==> src/rtl/msc_pkg.sv <==
package msc_pkg;

  // ==========================================================
  // Register map, byte addresses
  localparam logic [7:0] ADDR_HOLD    = 8'h00;
  localparam logic [7:0] ADDR_MINRATE = 8'h04;
  localparam logic [7:0] ADDR_COUNT   = 8'h08;
  localparam logic [7:0] ADDR_CONFIG  = 8'h0C;
  localparam logic [7:0] ADDR_CMD     = 8'h10;
  localparam logic [7:0] ADDR_STATUS  = 8'h14;
  localparam logic [7:0] ADDR_SNAPV   = 8'h18;
  localparam logic [7:0] ADDR_SNAPIO  = 8'h1C;

  // ==========================================================
  // Field positions
  localparam int CFG_SIGERR = 0;
  localparam int CFG_EDGE   = 1;
  localparam int CFG_CONT   = 2;
  localparam int CMD_START  = 0;
  localparam int CMD_STOP   = 1;
  localparam int CMD_TEST   = 2;
  localparam int CMD_TCONT  = 3;
  localparam int CMD_ESC    = 4;
  localparam int ST_CRIT    = 0;
  localparam int ST_CALAB   = 1;
  localparam int ST_OTEMP   = 2;
  localparam int ST_HOLDX   = 3;
  localparam int ST_RLOW    = 4;
  localparam int ST_RED     = 5;
  localparam int ST_STOUT   = 6;
  localparam int ST_LRUN    = 7;
  localparam int ST_TEST    = 8;
  localparam int ST_PORT    = 9;

  // ==========================================================
  // Limits and reset values
  localparam logic [15:0] HOLD_MIN     = 16'h000A;
  localparam logic [15:0] HOLD_RESET   = 16'h0064;
  localparam logic [6:0]  MINRATE_MAX  = 7'h63;
  localparam logic [6:0]  MINRATE_RST  = 7'h00;
  localparam logic [7:0]  TEMP_LIMIT_C = 8'h4B;
  localparam logic [1:0]  PORT_ONE_ID  = 2'h1;
  localparam logic [1:0]  PORT_TWO_ID  = 2'h2;

  // ==========================================================
  // Timing
  localparam int CLK_PERIOD_NS   = 50;
  localparam int MS_NS           = 1000000;
  localparam int TICK_CYCLES     = MS_NS / CLK_PERIOD_NS;
  localparam int REFRESH_MS      = 250;
  localparam int TEST_TIMEOUT_S  = 60;
  localparam int TEST_TIMEOUT_MS = TEST_TIMEOUT_S * 1000;

  // ==========================================================
  // Characters seen by the line filter, and the escape that ends a test display
  localparam logic [7:0] CH_CR   = 8'h0D;
  localparam logic [7:0] CH_LF   = 8'h0A;
  localparam logic [7:0] CH_ESC  = 8'h1B;
  localparam logic [7:0] CH_SEMI = 8'h3B;
  localparam logic [7:0] CH_DASH = 8'h2D;
  localparam logic [7:0] CH_GT   = 8'h3E;
  localparam logic [7:0] CH_S    = 8'h53;
  localparam logic [7:0] CH_SL   = 8'h2F;
  localparam logic [7:0] CH_N    = 8'h4E;
  localparam logic [7:0] CH_R    = 8'h52;
  localparam logic [7:0] CH_E    = 8'h45;
  localparam logic [7:0] CH_M    = 8'h4D;

  // Measurement values captured by the test display
  typedef struct packed {
    logic [15:0] velocity;
    logic [6:0]  rate;
    logic [2:0]  din;
    logic [7:0]  lighting;
  } msc_meas_t;

endpackage

==> src/rtl/msc_supervisor.sv <==
// Local design decisions: register access over APB and the register addresses.
`timescale 1ns/1ns
module msc_supervisor #(
  parameter int TICK_CYC = msc_pkg::TICK_CYCLES
) (
  // Clock and reset
  input  wire logic        pclk,
  input  wire logic        presetn,
  // APB slave
  input  wire logic        psel,
  input  wire logic        penable,
  input  wire logic        pwrite,
  input  wire logic [7:0]  paddr,
  input  wire logic [31:0] pwdata,
  output logic             pready,
  output logic             pslverr,
  output logic [31:0]      prdata,
  // Measurement side
  input  wire logic        signal_valid,
  input  wire logic [15:0] velocity_in,
  input  wire logic [6:0]  rate_in,
  input  wire logic        avg_end,
  input  wire logic        standstill,
  input  wire logic        no_material,
  input  wire logic        trigger_event,
  input  wire logic        calibrating,
  input  wire logic [7:0]  temp_c,
  input  wire logic        digital_input_zero,
  input  wire logic        digital_input_one,
  input  wire logic        digital_input_two,
  input  wire logic [7:0]  lighting,
  // Command characters from the serial ports
  input  wire logic        cmd_valid,
  input  wire logic [7:0]  cmd_char,
  input  wire logic        cmd_from_port_two,
  // Filtered command characters
  output logic             line_valid,
  output logic [7:0]       line_char,
  output logic             line_drop,
  // Supervision outputs
  output logic [15:0]      velocity_out,
  output logic             red_led,
  output logic             status_output,
  output logic             length_run,
  output logic             length_clear,
  output logic             critical_error,
  output logic             cal_abort,
  output logic             over_temperature_error,
  output logic             test_refresh,
  output logic             data_output_block
);

  // ==========================================================
  // Elaboration check, a zero tick length would never produce a millisecond
  if (TICK_CYC < 1) begin : g_bad_tick
    $error("TICK_CYC must be at least one");
  end

  // ==========================================================
  // APB decode, no wait states
  logic wr_en;
  logic rd_setup;
  logic mapped;
  assign pready   = 1'b1;
  assign wr_en    = psel & penable & pwrite & mapped;
  assign rd_setup = psel & ~penable;
  always_comb begin
    unique case (paddr)
      msc_pkg::ADDR_HOLD, msc_pkg::ADDR_MINRATE, msc_pkg::ADDR_COUNT,
      msc_pkg::ADDR_CONFIG, msc_pkg::ADDR_CMD, msc_pkg::ADDR_STATUS,
      msc_pkg::ADDR_SNAPV, msc_pkg::ADDR_SNAPIO: mapped = 1'b1;
      default: mapped = 1'b0;
    endcase
  end
  assign pslverr = psel & penable & ~mapped;

  logic wr_hold, wr_minrate, wr_count, wr_cfg, wr_cmd, wr_status;
  assign wr_hold    = wr_en && paddr == msc_pkg::ADDR_HOLD;
  assign wr_minrate = wr_en && paddr == msc_pkg::ADDR_MINRATE;
  assign wr_count   = wr_en && paddr == msc_pkg::ADDR_COUNT;
  assign wr_cfg     = wr_en && paddr == msc_pkg::ADDR_CONFIG;
  assign wr_cmd     = wr_en && paddr == msc_pkg::ADDR_CMD;
  assign wr_status  = wr_en && paddr == msc_pkg::ADDR_STATUS;

  // ==========================================================
  // Settings
  logic [15:0] hold_q;
  logic [6:0]  minrate_q;
  logic [2:0]  cfg_q;
  // Out-of-range values are dropped so the stored setting stays legal
  always_ff @(posedge pclk or negedge presetn) begin
    if (!presetn) begin
      hold_q    <= msc_pkg::HOLD_RESET;
      minrate_q <= msc_pkg::MINRATE_RST;
      cfg_q     <= 3'h0;
    end else begin
      if (wr_hold && pwdata[31:16] == 16'h0000 && pwdata[15:0] >= msc_pkg::HOLD_MIN) begin
        hold_q <= pwdata[15:0];
      end
      if (wr_minrate && pwdata[31:7] == 25'h0 && pwdata[6:0] <= msc_pkg::MINRATE_MAX) begin
        minrate_q <= pwdata[6:0];
      end
      if (wr_cfg) begin
        cfg_q <= pwdata[2:0];
      end
    end
  end

  logic sigerr_en, edge_en, cont_mode;
  assign sigerr_en = cfg_q[msc_pkg::CFG_SIGERR];
  assign edge_en   = cfg_q[msc_pkg::CFG_EDGE];
  assign cont_mode = cfg_q[msc_pkg::CFG_CONT];

  // ==========================================================
  // Millisecond tick, free running
  logic [31:0] tick_cnt_q;
  logic        ms_tick;
  assign ms_tick = tick_cnt_q == 32'(TICK_CYC - 1);
  always_ff @(posedge pclk or negedge presetn) begin
    if (!presetn) begin
      tick_cnt_q <= 32'h0;
    end else begin
      tick_cnt_q <= ms_tick ? 32'h0 : tick_cnt_q + 32'h1;
    end
  end

  // ==========================================================
  // Hold timer and velocity output
  logic [15:0] hold_cnt_q;
  logic        expired_q;
  logic        expire_now;
  assign expire_now = ~signal_valid & ~expired_q & ms_tick & (hold_cnt_q + 16'h1 >= hold_q);
  // First tick may come early, so a hold is exact to within one millisecond
  always_ff @(posedge pclk or negedge presetn) begin
    if (!presetn) begin
      hold_cnt_q   <= 16'h0;
      expired_q    <= 1'b0;
      velocity_out <= 16'h0;
    end else if (signal_valid) begin
      hold_cnt_q   <= 16'h0;
      expired_q    <= 1'b0;
      velocity_out <= velocity_in;
    end else if (expire_now) begin
      expired_q    <= 1'b1;
      velocity_out <= 16'h0;
    end else if (ms_tick && !expired_q) begin
      hold_cnt_q <= hold_cnt_q + 16'h1;
    end
  end

  // ==========================================================
  // Rate monitoring
  logic rate_low_q;
  always_ff @(posedge pclk or negedge presetn) begin
    if (!presetn) begin
      rate_low_q <= 1'b0;
    end else if (edge_en || minrate_q == 7'h00) begin
      rate_low_q <= 1'b0;
    end else if (avg_end) begin
      rate_low_q <= rate_in < minrate_q;
    end
  end

  // Indicator and status output
  assign status_output = rate_low_q | standstill | no_material;
  assign red_led       = status_output | expired_q;

  // ==========================================================
  // Parts counter, load beats a same-cycle trigger
  logic [15:0] count_q;
  always_ff @(posedge pclk or negedge presetn) begin
    if (!presetn) begin
      count_q <= 16'h0;
    end else if (wr_count) begin
      count_q <= pwdata[15:0];
    end else if (trigger_event) begin
      count_q <= count_q + 16'h1;
    end
  end

  // ==========================================================
  // Length integration control
  logic cmd_start, cmd_stop;
  assign cmd_start = wr_cmd & pwdata[msc_pkg::CMD_START];
  assign cmd_stop  = wr_cmd & pwdata[msc_pkg::CMD_STOP];
  always_ff @(posedge pclk or negedge presetn) begin
    if (!presetn) begin
      length_run   <= 1'b0;
      length_clear <= 1'b0;
    end else begin
      length_clear <= cmd_start;
      if (cmd_start) begin
        length_run <= 1'b1;
      end else if (cmd_stop && !cont_mode) begin
        length_run <= 1'b0;
      end
    end
  end

  // ==========================================================
  // Sticky errors, set wins over a clearing write
  logic crit_set, calab_set, otemp_set;
  logic calab_q;
  assign crit_set  = expire_now & sigerr_en & length_run;
  assign calab_set = expire_now & sigerr_en & calibrating;
  assign otemp_set = $signed(temp_c) > $signed(msc_pkg::TEMP_LIMIT_C);
  always_ff @(posedge pclk or negedge presetn) begin
    if (!presetn) begin
      critical_error         <= 1'b0;
      calab_q                <= 1'b0;
      over_temperature_error <= 1'b0;
      cal_abort              <= 1'b0;
    end else begin
      cal_abort <= calab_set;
      if (crit_set) begin
        critical_error <= 1'b1;
      end else if (wr_status && pwdata[msc_pkg::ST_CRIT]) begin
        critical_error <= 1'b0;
      end
      if (calab_set) begin
        calab_q <= 1'b1;
      end else if (wr_status && pwdata[msc_pkg::ST_CALAB]) begin
        calab_q <= 1'b0;
      end
      if (otemp_set) begin
        over_temperature_error <= 1'b1;
      end else if (wr_status && pwdata[msc_pkg::ST_OTEMP]) begin
        over_temperature_error <= 1'b0;
      end
    end
  end

  // ==========================================================
  // Line filter for comment lines
  logic [1:0] pos_q;
  logic [7:0] c0_q, c1_q;
  logic       skip_q;
  logic [7:0] up;
  logic       eol;
  logic       hit;
  assign up  = (cmd_char >= 8'h61 && cmd_char <= 8'h7A) ? cmd_char - 8'h20 : cmd_char;
  assign eol = cmd_char == msc_pkg::CH_CR || cmd_char == msc_pkg::CH_LF;
  always_comb begin
    unique case (pos_q)
      2'd0: hit = up == msc_pkg::CH_SEMI;
      2'd1: hit = c0_q == msc_pkg::CH_DASH && up == msc_pkg::CH_GT;
      2'd2: hit = (c0_q == msc_pkg::CH_S && c1_q == msc_pkg::CH_SL && up == msc_pkg::CH_N) ||
                  (c0_q == msc_pkg::CH_R && c1_q == msc_pkg::CH_E && up == msc_pkg::CH_M);
      default: hit = 1'b0;
    endcase
  end
  // Keyword is matched in the first three characters only
  always_ff @(posedge pclk or negedge presetn) begin
    if (!presetn) begin
      pos_q      <= 2'd0;
      c0_q       <= 8'h00;
      c1_q       <= 8'h00;
      skip_q     <= 1'b0;
      line_valid <= 1'b0;
      line_char  <= 8'h00;
      line_drop  <= 1'b0;
    end else begin
      line_valid <= cmd_valid;
      if (cmd_valid) begin
        line_char <= cmd_char;
        line_drop <= (skip_q | hit) & ~eol;
        if (eol) begin
          pos_q  <= 2'd0;
          skip_q <= 1'b0;
        end else begin
          if (hit) begin
            skip_q <= 1'b1;
          end
          if (pos_q == 2'd0) begin
            c0_q <= up;
          end
          if (pos_q == 2'd1) begin
            c1_q <= up;
          end
          if (pos_q != 2'd3) begin
            pos_q <= pos_q + 2'd1;
          end
        end
      end
    end
  end

  // ==========================================================
  // Input port query
  logic port_two_q;
  always_ff @(posedge pclk or negedge presetn) begin
    if (!presetn) begin
      port_two_q <= 1'b0;
    end else if (cmd_valid) begin
      port_two_q <= cmd_from_port_two;
    end
  end
  logic [1:0] input_port_query;
  assign input_port_query = port_two_q ? msc_pkg::PORT_TWO_ID : msc_pkg::PORT_ONE_ID;

  // ==========================================================
  // Test display
  logic         test_q, tcont_q;
  logic [7:0]   ref_cnt_q;
  logic [15:0]  to_cnt_q;
  logic         esc_in;
  logic         ref_due;
  msc_pkg::msc_meas_t snap_q;
  assign esc_in  = (cmd_valid && cmd_char == msc_pkg::CH_ESC) ||
                   (wr_cmd && pwdata[msc_pkg::CMD_ESC]);
  assign ref_due = ms_tick && ref_cnt_q == 8'(msc_pkg::REFRESH_MS - 1);
  assign data_output_block = test_q;
  always_ff @(posedge pclk or negedge presetn) begin
    if (!presetn) begin
      test_q       <= 1'b0;
      tcont_q      <= 1'b0;
      ref_cnt_q    <= 8'h0;
      to_cnt_q     <= 16'h0;
      test_refresh <= 1'b0;
      snap_q       <= '0;
    end else begin
      test_refresh <= test_q & ref_due;
      if (wr_cmd && pwdata[msc_pkg::CMD_TEST]) begin
        test_q    <= 1'b1;
        tcont_q   <= pwdata[msc_pkg::CMD_TCONT];
        ref_cnt_q <= 8'h0;
        to_cnt_q  <= 16'h0;
      end else if (test_q) begin
        if (esc_in) begin
          test_q <= 1'b0;
        end else if (ms_tick && !tcont_q &&
                     to_cnt_q == 16'(msc_pkg::TEST_TIMEOUT_MS - 1)) begin
          test_q <= 1'b0;
        end
        if (ms_tick) begin
          ref_cnt_q <= ref_due ? 8'h0 : ref_cnt_q + 8'h1;
          to_cnt_q  <= to_cnt_q + 16'h1;
        end
        if (ref_due) begin
          snap_q <= '{velocity_out, rate_in,
                      {digital_input_two, digital_input_one, digital_input_zero},
                      lighting};
        end
      end
    end
  end

  // ==========================================================
  // Read data, captured in the setup cycle
  logic [31:0] rd_mux;
  always_comb begin
    rd_mux = 32'h0;
    unique case (paddr)
      msc_pkg::ADDR_HOLD:    rd_mux[15:0] = hold_q;
      msc_pkg::ADDR_MINRATE: rd_mux[6:0]  = minrate_q;
      msc_pkg::ADDR_COUNT:   rd_mux[15:0] = count_q;
      msc_pkg::ADDR_CONFIG:  rd_mux[2:0]  = cfg_q;
      msc_pkg::ADDR_STATUS: begin
        rd_mux[msc_pkg::ST_CRIT]  = critical_error;
        rd_mux[msc_pkg::ST_CALAB] = calab_q;
        rd_mux[msc_pkg::ST_OTEMP] = over_temperature_error;
        rd_mux[msc_pkg::ST_HOLDX] = expired_q;
        rd_mux[msc_pkg::ST_RLOW]  = rate_low_q;
        rd_mux[msc_pkg::ST_RED]   = red_led;
        rd_mux[msc_pkg::ST_STOUT] = status_output;
        rd_mux[msc_pkg::ST_LRUN]  = length_run;
        rd_mux[msc_pkg::ST_TEST]  = test_q;
        rd_mux[msc_pkg::ST_PORT+1:msc_pkg::ST_PORT] = input_port_query;
      end
      msc_pkg::ADDR_SNAPV:  rd_mux[22:0] = {snap_q.rate, snap_q.velocity};
      msc_pkg::ADDR_SNAPIO: rd_mux[15:0] = {snap_q.lighting, 5'h00, snap_q.din};
      default:              rd_mux = 32'h0;
    endcase
  end
  always_ff @(posedge pclk or negedge presetn) begin
    if (!presetn) begin
      prdata <= 32'h0;
    end else if (rd_setup) begin
      prdata <= rd_mux;
    end
  end

endmodule

==> config.mk <==
export PLATFORM = sky130hd
export DESIGN_NAME = msc_supervisor
export DESIGN_NICKNAME = d
export VERILOG_FILES = /design/src/rtl/msc_pkg.sv /design/src/rtl/msc_supervisor.sv
export SDC_FILE = /design/constraint.sdc
export NUM_CORES = 1
export LEC_CHECK = 0
export ABC_CLOCK_PERIOD_IN_PS = 5700
export BUFFER_PORTS_ARGS = -buffer_cell sky130_fd_sc_hd__clkbuf_2
export CORE_MARGIN = 4
export CORE_UTILIZATION = 45
export DETAILED_ROUTE_END_ITERATION = 12
export PLACE_DENSITY_LB_ADDON = 0.12
export SYNTH_ARGS = -nofsm -noshare
export SYNTH_HDL_FRONTEND = slang
export SYNTH_SLANG_ARGS = --single-unit
==> constraint.sdc <==
create_clock -name pclk -period 5.7 [get_ports pclk]
set_input_delay 1.14 -clock pclk [delete_from_list [all_inputs] [get_ports pclk]]
set_output_delay 1.14 -clock pclk [all_outputs]
set_load 0.02 [all_outputs]
==> results of run 1 <==
-- final timing paths --
kind / start / end / cells past startpoint
max reg2reg: hold_cnt_q[0]$_DFFE_PN0P_ / cal_abort$_DFF_PN0_ / 12
max: hold_cnt_q[0]$_DFFE_PN0P_ / cal_abort$_DFF_PN0_ / 12
min reg2reg: prdata[19]$_DFFE_PN0P_ / prdata[19]$_DFFE_PN0P_ / 2
max in group asynchronous: presetn / tick_cnt_q[31]$_DFF_PN0_ / 2
min: prdata[19]$_DFFE_PN0P_ / prdata[19]$_DFFE_PN0P_ / 2
min in group asynchronous: presetn / c0_q[3]$_DFFE_PN0P_ / 1
-- flip-flops by register name (all words and copies together) (netlist names), 2 cells and up --
signal,cells
ref_cnt_q,8
velocity_out,16
hold_cnt_q,16
prdata,23
to_cnt_q,16
snap_q,34
c0_q,8
tick_cnt_q,32
line_char,8
count_q,16
c1_q,8
pos_q,2
minrate_q,7
cfg_q,3
hold_q,16
-- cell families after synthesis --
group                      after synthesis  share of synthesized area
other                                    2                   0.000633
xor gates and xnor gates                71                     0.0524
DFF                                    228                      0.482
AOI/OAI and AO/OA                      198                      0.111
buffers and inverters                  119                     0.0455
and+or+nand+nor                        399                      0.180
muxes                                   89                     0.0937
adders and majority gates               34                     0.0359
-- routing by layer --
metal	global-route usage	vias to the layer above
li1	-	4383
met1	0.324	4408
met2	0.295	201
met3	0.0300	33
met4	0.0424	0
met5	0	-
-- area by class of cell --
type,count,area share
multi-input cells,801,0.408
clock inverters,12,0.0147
well taps,335,0.0303
flip-flops and latches,228,0.413
inverters,62,0.0168
clock buffers,36,0.0548
repair buffers,166,0.0630
-- power by group through the flow --
stage	Combinational [uW]	Clock (uW)	Sequential, uW
floorplan	249	0	1870
global placement	412	0	1870
detailed placement	420	0	1870
CTS	423	1880	1840
global route	469	1960	1860
finish	416	1830	1840
-- Yosys cell counts, drive strengths merged, types with 29 or more instances --
library cell  instances  area [sq um]
nand3                54           270
xor2                 32           280
nor3                 30           181
o21ai                32           160
o31ai                29           218
inv                  62           233
nor2                 79           302
nand2               100           375
a21oi                61           305
mux2                 86          1080
ha                   34           425
clkbuf               35           131
xnor2                39           342
dfrtp               225          5630
-- layout by cell type (no fill, tap or decap), drive strengths merged, types with 5 or more instances in the layout --
master | synthesis | layout
a211o | 5 | 5
a21o | 7 | 7
a21oi | 61 | 61
a221oi | 14 | 14
a22o | 10 | 10
a22oi | 6 | 6
and3 | 20 | 20
and4 | 5 | 5
and4b | 5 | 5
buf | 22 | 8
bufinv | 0 | 5
clkbuf | 35 | 194
conb | 2 | 10
dfrtp | 225 | 225
ha | 34 | 34
inv | 62 | 62
mux2 | 86 | 86
nand2 | 100 | 100
nand2b | 6 | 6
nand3 | 54 | 54
nand4 | 19 | 19
nor2 | 79 | 79
nor2b | 5 | 5
nor3 | 30 | 30
nor4 | 22 | 22
nor4b | 8 | 8
o21ai | 32 | 32
o31ai | 29 | 29
or3 | 9 | 9
or4 | 18 | 18
xnor2 | 39 | 39
xor2 | 32 | 32
-- metrics by stage --
step           total power, uW  hold slack (ns)  cell area (sq um)  worst slack [ns]
3_5_place_dp              2290            0.455              12900              1.76
6_report                  4090            0.463              13800              1.73
5_1_grt                   4280            0.500              13800              1.43
4_1_cts                   4150            0.470              13800              1.74
2_1_floorplan             2120            0.427              11900              2.27
3_3_place_gp              2280            0.451              12900              1.84
-- worst reg2reg max path: cells and delay by family (launching register included) --
kind                       cells  cell delay, ns
adders and majority gates      1            0.30
DFF                            1            0.44
xor gates and xnor gates       1            0.15
and+or+nand+nor                6            2.30
AOI/OAI and AO/OA              4            0.71
==> impl_metrics.csv, run 1 <==
group,metric,value,unit
die,die_height,170,um
routing,viasPerCell,5.50,
timing,hold_viol_final,0,
timing,rsz0062_at_grt,"no",
worst_setup_path,crit_path_top_delay_cell,"nor2_2",
cells_and_area,n_fill_cell,2365,
clock_network,clkTransAtPathRegs,0.06,ns
routing,wl,29800,um
die,die_w,170,um
place,portBuffers,159,
yosys,yosys_warnings,0,
cells_and_area,syn_to_final_growth,16.7,%
place,hpwl,21300,um
cells_and_area,final_layout_size_suffix_gt1_frac,0.234,
die,start_util,0.456,
routing,first_pass_iters,5,
routing,ant_nets,0,
global_route,grt_pass1_wl,48200,um
yosys,synth.avg_cell_area,10.4,sq um
yosys,ys.flop_type,"dfrtp_1",
worst_setup_path,crit_buf_inv,0,
cells_and_area,fin_nets,1422,
worst_setup_path,end_kind,"register",
global_route,grt-ovfl-total,0,
die,top_level_ports,172,
routing,vias,9025,
worst_setup_path,worstPathRequired,6.15,ns
place,place_inst,1592,
worst_setup_path,path_cells,"nand4_1 > nor3_2 > nand3_1 > or2_2 > xnor2_1 > ha_1 > a21oi_1 > o21ai_0 > o21bai_1 > o21ai_1 > nor2_2 > and3_1",
routing,drc_errors,0,
power,leakage,0.00642,uW
clock_network,post-cts-setup-buffers,0,
clock_network,cts_made_buffers,26,
worst_setup_path,worst-setup-path-type,"register to register",
power,combPwrFrac,0.102,
clock_network,htree_levels,1,
timing,skew,0.0179,ns
yosys,synth_area,0.0119,sq mm
clock_network,cts-root-buf,"clkbuf_16",
place,gp_congestion,0.818,
outcome,status,"completed",
timing,fin_crit,3.97,ns
yosys,async_flop_share,1.00,
die,die_area,0.0290,sq mm
yosys,ys_types,77,
timing,worst_slew_pin_slew,1.01,ns
worst_setup_path,cp-start-kind,"register",
worst_setup_path,max_stage_delay,0.85,ns
power,power_density,296,mW/mm^2
worst_setup_path,cp.arrival,4.42,ns
global_route,grt_pass1_vias,8811,
cells_and_area,diodes,0,
die,design.core.area,0.0260,sq mm
cells_and_area,fin_util,0.532,
routing,route.met2.wl,12700,um
cells_and_area,regArea,0.00571,sq mm
worst_setup_path,reg2reg_slack,1.73,ns
yosys,yosysSeqAreaShare,0.482,
job,cap_violations,0,
power,pwr-share-seq,0.451,
clock_network,ctsHoldBuffers,0,
timing,report.final.slew_viol_count,0,
clock_network,cts_buffer_depth,3,
routing,routedWlPerCell,18.2,um
timing,maxSlewHeadroom,0.327,
timing,fmax,252,MHz
routing,dr_wl_met3,1660,um
timing,setup_tns,0,ns
yosys,synth_seq_cells,228,
worst_hold_path,hp-class,"register to register",
routing,dr.max_layer_used,"met4",
power,power_frac_clock,0.448,
power,irDropWorstVdd,0.223,mV
clock_network,clock_sinks,228,
clock_network,cts_resized,0,
timing,setup_viol,0,
routing,wl_met1,14900,um
global_route,antenna_found_initial,0,
cells_and_area,final_cells,1640,
power,p_sw_frac,0.247,
global_route,grt_max_degree,163,
die,row_count,59,
clock_network,insertion_delay,0.53,ns
clock_network,cts_tree,"done",
routing,drtIter0Drc,709,
power,p_sw,1010,uW
worst_setup_path,cp_top_family,"simple AND/OR/NAND/NOR gates",
yosys,synthCells,1140,
yosys,synth-edff-count,0,
power,p_int,3080,uW
timing,fin_crit_sh,0.696,
cells_and_area,multi_input_area,0.00564,sq mm
worst_setup_path,path_max_fanout,19,
global_route,grtUsageTotal,0.204,
(Power assumes the default switching activity.)
==> run 2: changes to the inputs <==
- ABC_CLOCK_PERIOD_IN_PS: 5700 -> 3650
- clock period: 5.7 -> 3.65 ns (I/O delays scaled with it)
==> run 2 against run 1 <==
Against the previous run:
- count of clock-buffer cells in the layout rose by 2
- setup slack got worse by 1.5 ns
- critical path depth rose by 1
- critical endpoint is now hold_cnt_q[8]$_DFFE_PN0P_
- register-to-register slack got worse by 1.5 ns
- global-route usage barely moved
- non-clock buffer count rose by 14
- sequential power rose by 57%
- wire length rose by 0.35%
- combinational power rose by 58%
- worst hold slack got worse by 0.31 ns
- die area did not move
==> impl_metrics.csv, run 2 (synthesis gave the netlist of run 1 again) <==
group,metric,value,unit
outcome,status,"completed",
timing,fin_crit,3.41,ns
worst_setup_path,cp.arrival,3.84,ns
routing,wl,29900,um
worst_setup_path,path_cells,"ha_1 > and3_2 > and3_2 > nand3_1 > xnor2_1 > ha_1 > a21o_1 > a21oi_1 > nand4b_1 > o21a_1 > buf_4 > or4_1 > a21oi_1",
timing,setup_tns,0,ns
cells_and_area,syn_to_final_growth,17.2,%
worst_setup_path,reg2reg_slack,0.24,ns
timing,skew,0.0274,ns
timing,fmax,294,MHz
routing,vias,9024,
timing,hold_viol_final,0,
cells_and_area,biggestRegsByFlops,"snap_q: 34 flops, tick_cnt_q: 32 flops, prdata: 23 flops",
clock_network,cts_made_buffers,27,
timing,maxSlewHeadroom,0.451,
worst_setup_path,cp_top_family,"simple AND/OR/NAND/NOR gates",
worst_setup_path,crit_buf_inv,1,
place,gp_congestion,0.816,
clock_network,cts_tree,"done",
worst_setup_path,cp-start-kind,"register",
global_route,grt_max_degree,77,
cells_and_area,multi_input_area,0.00565,sq mm
cells_and_area,final_common_cell,"dfrtp_1",
clock_network,cts_buffer_depth,3,
die,top_level_ports,172,
clock_network,clkTransAtPathRegs,0.06,ns
power,irDropWorstVdd,0.359,mV
global_route,grt-ovfl-total,0,
cells_and_area,n_fill_cell,2345,
timing,worst_slew_pin_slew,0.824,ns
global_route,antenna_found_initial,0,
clock_network,insertion_delay,0.54,ns
die,row_count,59,
cells_and_area,fin_nets,1437,
routing,first_pass_iters,4,
place,dpl-instance-area,0.0130,sq mm
timing,setup_viol,0,
routing,routedWlPerCell,18.1,um
clock_network,ctsHoldBuffers,0,
cells_and_area,layout_common_cells,"223 x dfrtp_1, 158 x clkbuf_2, 100 x nand2_1",
clock_network,post-cts-setup-buffers,0,
worst_setup_path,end_kind,"register",
global_route,grt_pass1_vias,8637,
routing,viasPerCell,5.46,
clock_network,htree_levels,1,
clock_network,clock_sinks,228,
place,hpwl,21800,um
die,die_w,170,um
cells_and_area,final_area,0.0139,sq mm
place,place_inst,1606,
global_route,grt_pass1_wl,48000,um
worst_setup_path,path_max_fanout,11,
clock_network,cts-root-buf,"clkbuf_16",
cells_and_area,final_layout_size_suffix_gt1_frac,0.243,
place,portBuffers,159,
timing,report.final.slew_viol_count,0,
die,design.core.area,0.0260,sq mm
die,die_area,0.0290,sq mm
cells_and_area,largest_register_ffs,34,
routing,drc_errors,0,
cells_and_area,regMostFlops,"snap_q",
worst_hold_path,hp-class,"primary input to async pin",
job,cap_violations,0,
power,leakage,0.00645,uW
cells_and_area,fin_util,0.535,
die,die_height,170,um
cells_and_area,regArea,0.00571,sq mm
die,start_util,0.456,
worst_setup_path,worstPathRequired,4.09,ns
routing,ant_nets,0,
cells_and_area,diodes,0,
cells_and_area,final_cells,1654,
timing,fin_crit_sh,0.933,
worst_setup_path,worst-setup-path-type,"register to register",
timing,rsz0062_at_grt,"no",
worst_setup_path,max_stage_delay,0.46,ns
routing,drtIter0Drc,591,
power,power_density,448,mW/mm^2
global_route,grtUsageTotal,0.203,
worst_setup_path,crit_path_top_delay_cell,"or4_1",
[run 2: worst reg2reg max path, stage by stage (launching register included)]
cell	delay [ns]
dfrtp_2	0.41
ha_1	0.24
and3_2	0.24
and3_2	0.25
nand3_1	0.19
xnor2_1	0.19
ha_1	0.32
a21o_1	0.21
a21oi_1	0.15
nand4b_1	0.15
o21a_1	0.21
buf_4	0.17
or4_1	0.46
a21oi_1	0.15
[run 2: cell type report]
class	count	area share
repair buffers	180	0.0720
flip-flops and latches	228	0.411
multi-input cells	801	0.406
clock inverters	10	0.00973
clock buffers	38	0.0538
well taps	335	0.0302
inverters	62	0.0167
[run 2: repair_timing]
action,CTS,global route
endpoints found under the setup margin,0,29
resized for setup,0,6
endpoints found under the hold margin,0,0
[run 2: final timing paths]
kind	startpoint	end	cells after the start
worst max-delay path	hold_cnt_q[0]$_DFFE_PN0P_	hold_cnt_q[8]$_DFFE_PN0P_	13
worst min-delay path	presetn	c0_q[0]$_DFFE_PN0P_	1
worst max register to register	hold_cnt_q[0]$_DFFE_PN0P_	hold_cnt_q[8]$_DFFE_PN0P_	13
worst min register to register	prdata[20]$_DFFE_PN0P_	prdata[20]$_DFFE_PN0P_	2
max in group asynchronous	presetn	snap_q[3]$_DFFE_PN0P_	2
min in group pclk	digital_input_two	snap_q[10]$_DFFE_PN0P_	2
[run 2: report_power, final]
group	total [uW]	internal, uW	switching (uW)
clock network	2680	1630	1050
logic	658	300	358
registers	2880	2720	164
total	6220	4650	1570
[run 2: stage by stage]
stage / worst slack (ns) / power [uW] / hold slack [ns]
after floorplan: 0.454 / 3310 / 0.427
after CTS: 0.00722 / 6300 / 0.169
after detailed placement: 0.0225 / 3590 / 0.456
after global placement: 0.135 / 3560 / 0.448
final: 0.244 / 6220 / 0.155
after global routing: 0.0281 / 6510 / 0.198
[run 2: per-layer routing]
metal	track usage	up-vias	routed length, um
met5	0	-	0
met4	0.0420	0	572
met3	0.0251	40	1480
met2	0.300	217	13000
met1	0.322	4360	14900
li1	-	4407	-
==> run 3: changes to the inputs <==
- GPL_TIMING_DRIVEN: default -> 0
==> run 3 against run 2 <==
Against the previous run:
- cell area is 1.6% higher
- largest power group unchanged
- die area stayed put
- flip-flop and latch count stayed put
- via count is 3.7% higher
- cell count is 2.3% higher
- wire length is 4.3% higher
- critical endpoint is now hold_cnt_q[15]$_DFFE_PN0P_
==> impl_metrics.csv, run 3 (synthesis gave the netlist of run 1 again) <==
group,metric,value,unit
timing,skew,0.0141,ns
routing,first_pass_iters,5,
place,portBuffers,155,
routing,routedWlPerCell,18.4,um
timing,hold_viol_final,0,
global_route,grtUsageTotal,0.212,
worst_setup_path,cp-start-kind,"register",
die,top_level_ports,172,
cells_and_area,regArea,0.00571,sq mm
worst_setup_path,end_kind,"register",
power,leakage,0.00656,uW
clock_network,cts_made_buffers,26,
die,design.core.area,0.0260,sq mm
cells_and_area,fin_nets,1475,
routing,viasPerCell,5.53,
timing,worst_slew_pin_slew,0.816,ns
worst_setup_path,path_max_fanout,10,
timing,fin_crit_sh,0.962,
worst_setup_path,r2r_end,"hold_cnt_q[15]$_DFFE_PN0P_",
die,die_w,170,um
clock_network,insertion_delay,0.53,ns
global_route,grt-ovfl-total,0,
routing,vias,9354,
cells_and_area,layout_common_cells,"222 x dfrtp_1, 154 x clkbuf_2, 100 x nand2_1",
place,place_ws,-0.377,ns
timing,fmax,285,MHz
global_route,antenna_found_initial,0,
die,row_count,59,
worst_setup_path,worst-setup-path-type,"register to register",
cells_and_area,regMostFlops,"snap_q",
routing,wl,31200,um
timing,maxSlewHeadroom,0.451,
routing,ant_nets,0,
power,power_density,433,mW/mm^2
routing,drc_errors,0,
global_route,grt_max_degree,94,
die,die_height,170,um
worst_setup_path,timing.rr.start,"hold_cnt_q[0]$_DFFE_PN0P_",
timing,report.final.slew_viol_count,0,
cells_and_area,n_fill_cell,2381,
cells_and_area,final_layout_size_suffix_gt1_frac,0.243,
worst_setup_path,worstPathRequired,4.03,ns
power,power.total,6120,uW
timing,rsz0062_at_grt,"no",
power,irDropWorstVdd,0.303,mV
outcome,status,"completed",
routing,drtIter0Drc,727,
cells_and_area,multi_input_area,0.00572,sq mm
clock_network,htree_levels,1,
timing,setup_viol,0,
clock_network,cts_buffer_depth,3,
clock_network,cts-root-buf,"clkbuf_16",
place,gp_congestion,0.846,
worst_hold_path,hp-class,"primary input to async pin",
die,start_util,0.456,
die,die_area,0.0290,sq mm
worst_setup_path,worstRegToRegCells,14,
place,hpwl,23300,um
timing,fin_crit,3.51,ns
cells_and_area,syn_to_final_growth,19.1,%
cells_and_area,largest_register_ffs,34,
global_route,grt_pass1_wl,49900,um
clock_network,clock_sinks,228,
worst_setup_path,reg2reg_slack,0.14,ns
cells_and_area,final_common_cell,"dfrtp_1",
clock_network,ctsHoldBuffers,0,
cells_and_area,diodes,0,
timing,finalWorstSetupSlack,0.140,ns
job,cap_violations,0,
worst_setup_path,cp.arrival,3.89,ns
global_route,grt_pass1_vias,9105,
clock_network,cts_tree,"done",
clock_network,clkTransAtPathRegs,0.06,ns
cells_and_area,biggestRegsByFlops,"snap_q: 34 flops, tick_cnt_q: 32 flops, prdata: 23 flops",
run 3: cell types whose count changed in the layout (fill, tap and decap cells not counted), sizes merged:
cell	change
bufinv	-2
buf	+8
inv	-1
clkinv	-4
clkbuf	+38
clkinvlp	-1
run 3: worst max-delay path by stage:
stage | depth (start not counted) | slack, ns | endpoint | start
2_1_floorplan | 15 | 0.45 | hold_cnt_q[10]$_DFFE_PN0P_ | hold_cnt_q[0]$_DFFE_PN0P_
3_3_place_gp | 1 | -2.90 | hold_cnt_q[14]$_DFFE_PN0P_ | presetn
3_5_place_dp | 16 | -0.38 | hold_cnt_q[0]$_DFFE_PN0P_ | hold_cnt_q[0]$_DFFE_PN0P_
4_1_cts | 14 | 0.002 | hold_cnt_q[15]$_DFFE_PN0P_ | hold_cnt_q[0]$_DFFE_PN0P_
5_1_grt | 14 | 0.01 | hold_cnt_q[11]$_DFFE_PN0P_ | hold_cnt_q[0]$_DFFE_PN0P_
6_report | 14 | 0.14 | hold_cnt_q[15]$_DFFE_PN0P_ | hold_cnt_q[0]$_DFFE_PN0P_
run 3: through the flow:
step | TNS (ns) | hold slack [ns] | cell area [sq um] | util | cells
finish | 0 | 0.155 | 14100 | 0.543 | 1692
global route | 0 | 0.186 | 14100 | 0.543 | 1692
CTS | 0 | 0.158 | 14000 | 0.539 | 1686
detailed placement | -6.79 | 0.457 | 13100 | 0.506 | 1640
global placement | -656.79 | 0.451 | 13100 | 0.503 | 1638
floorplan | 0 | 0.427 | 11900 | - | 1148
run 3: routing by layer:
| layer | share of wire | GRT usage | vias up |
|---|---|---|---|
| met3 | 0.050 | 0.0232 | 37 |
| met4 | 0.024 | 0.0503 | 0 |
| met5 | 0 | 0 | - |
| met1 | 0.48 | 0.322 | 4568 |
| li1 | - | - | 4509 |
| met2 | 0.44 | 0.327 | 240 |
run 3: worst max-delay path, cell delays in order (launching register included):
cell	delay, ns
dfrtp_2	0.41
nand4_1	0.19
nor3_4	0.31
nand3_2	0.15
or2_4	0.30
xnor2_2	0.14
ha_1	0.30
a21oi_1	0.16
o21ai_0	0.12
nand4b_1	0.28
o21a_4	0.29
clkbuf_4	0.19
clkbuf_4	0.21
o31ai_1	0.22
a21oi_1	0.10
run 3: power by group:
| part | switching (uW) | internal (uW) |
|---|---|---|
| Clock | 1020 | 1550 |
| Combinational | 364 | 308 |
| Sequential | 166 | 2720 |
| Total | 1550 | 4570 |
run 3: repair_timing:
item,CTS,global route
endpoints found under the setup margin,30,30
pin swaps,1,5
gates cloned,0,0
gates resized for setup,9,17
setup buffers,0,6
run 3: cell type report:
cell class | count | area share
Buffer | 56 | 0.0220
Inverter | 62 | 0.0165
Tap cell | 335 | 0.0297
Clock buffer | 45 | 0.0569
Timing Repair Buffer | 163 | 0.0627
Sequential cell | 228 | 0.405
Multi-Input combinational cell | 801 | 0.405
Clock inverter | 2 | 0.00248
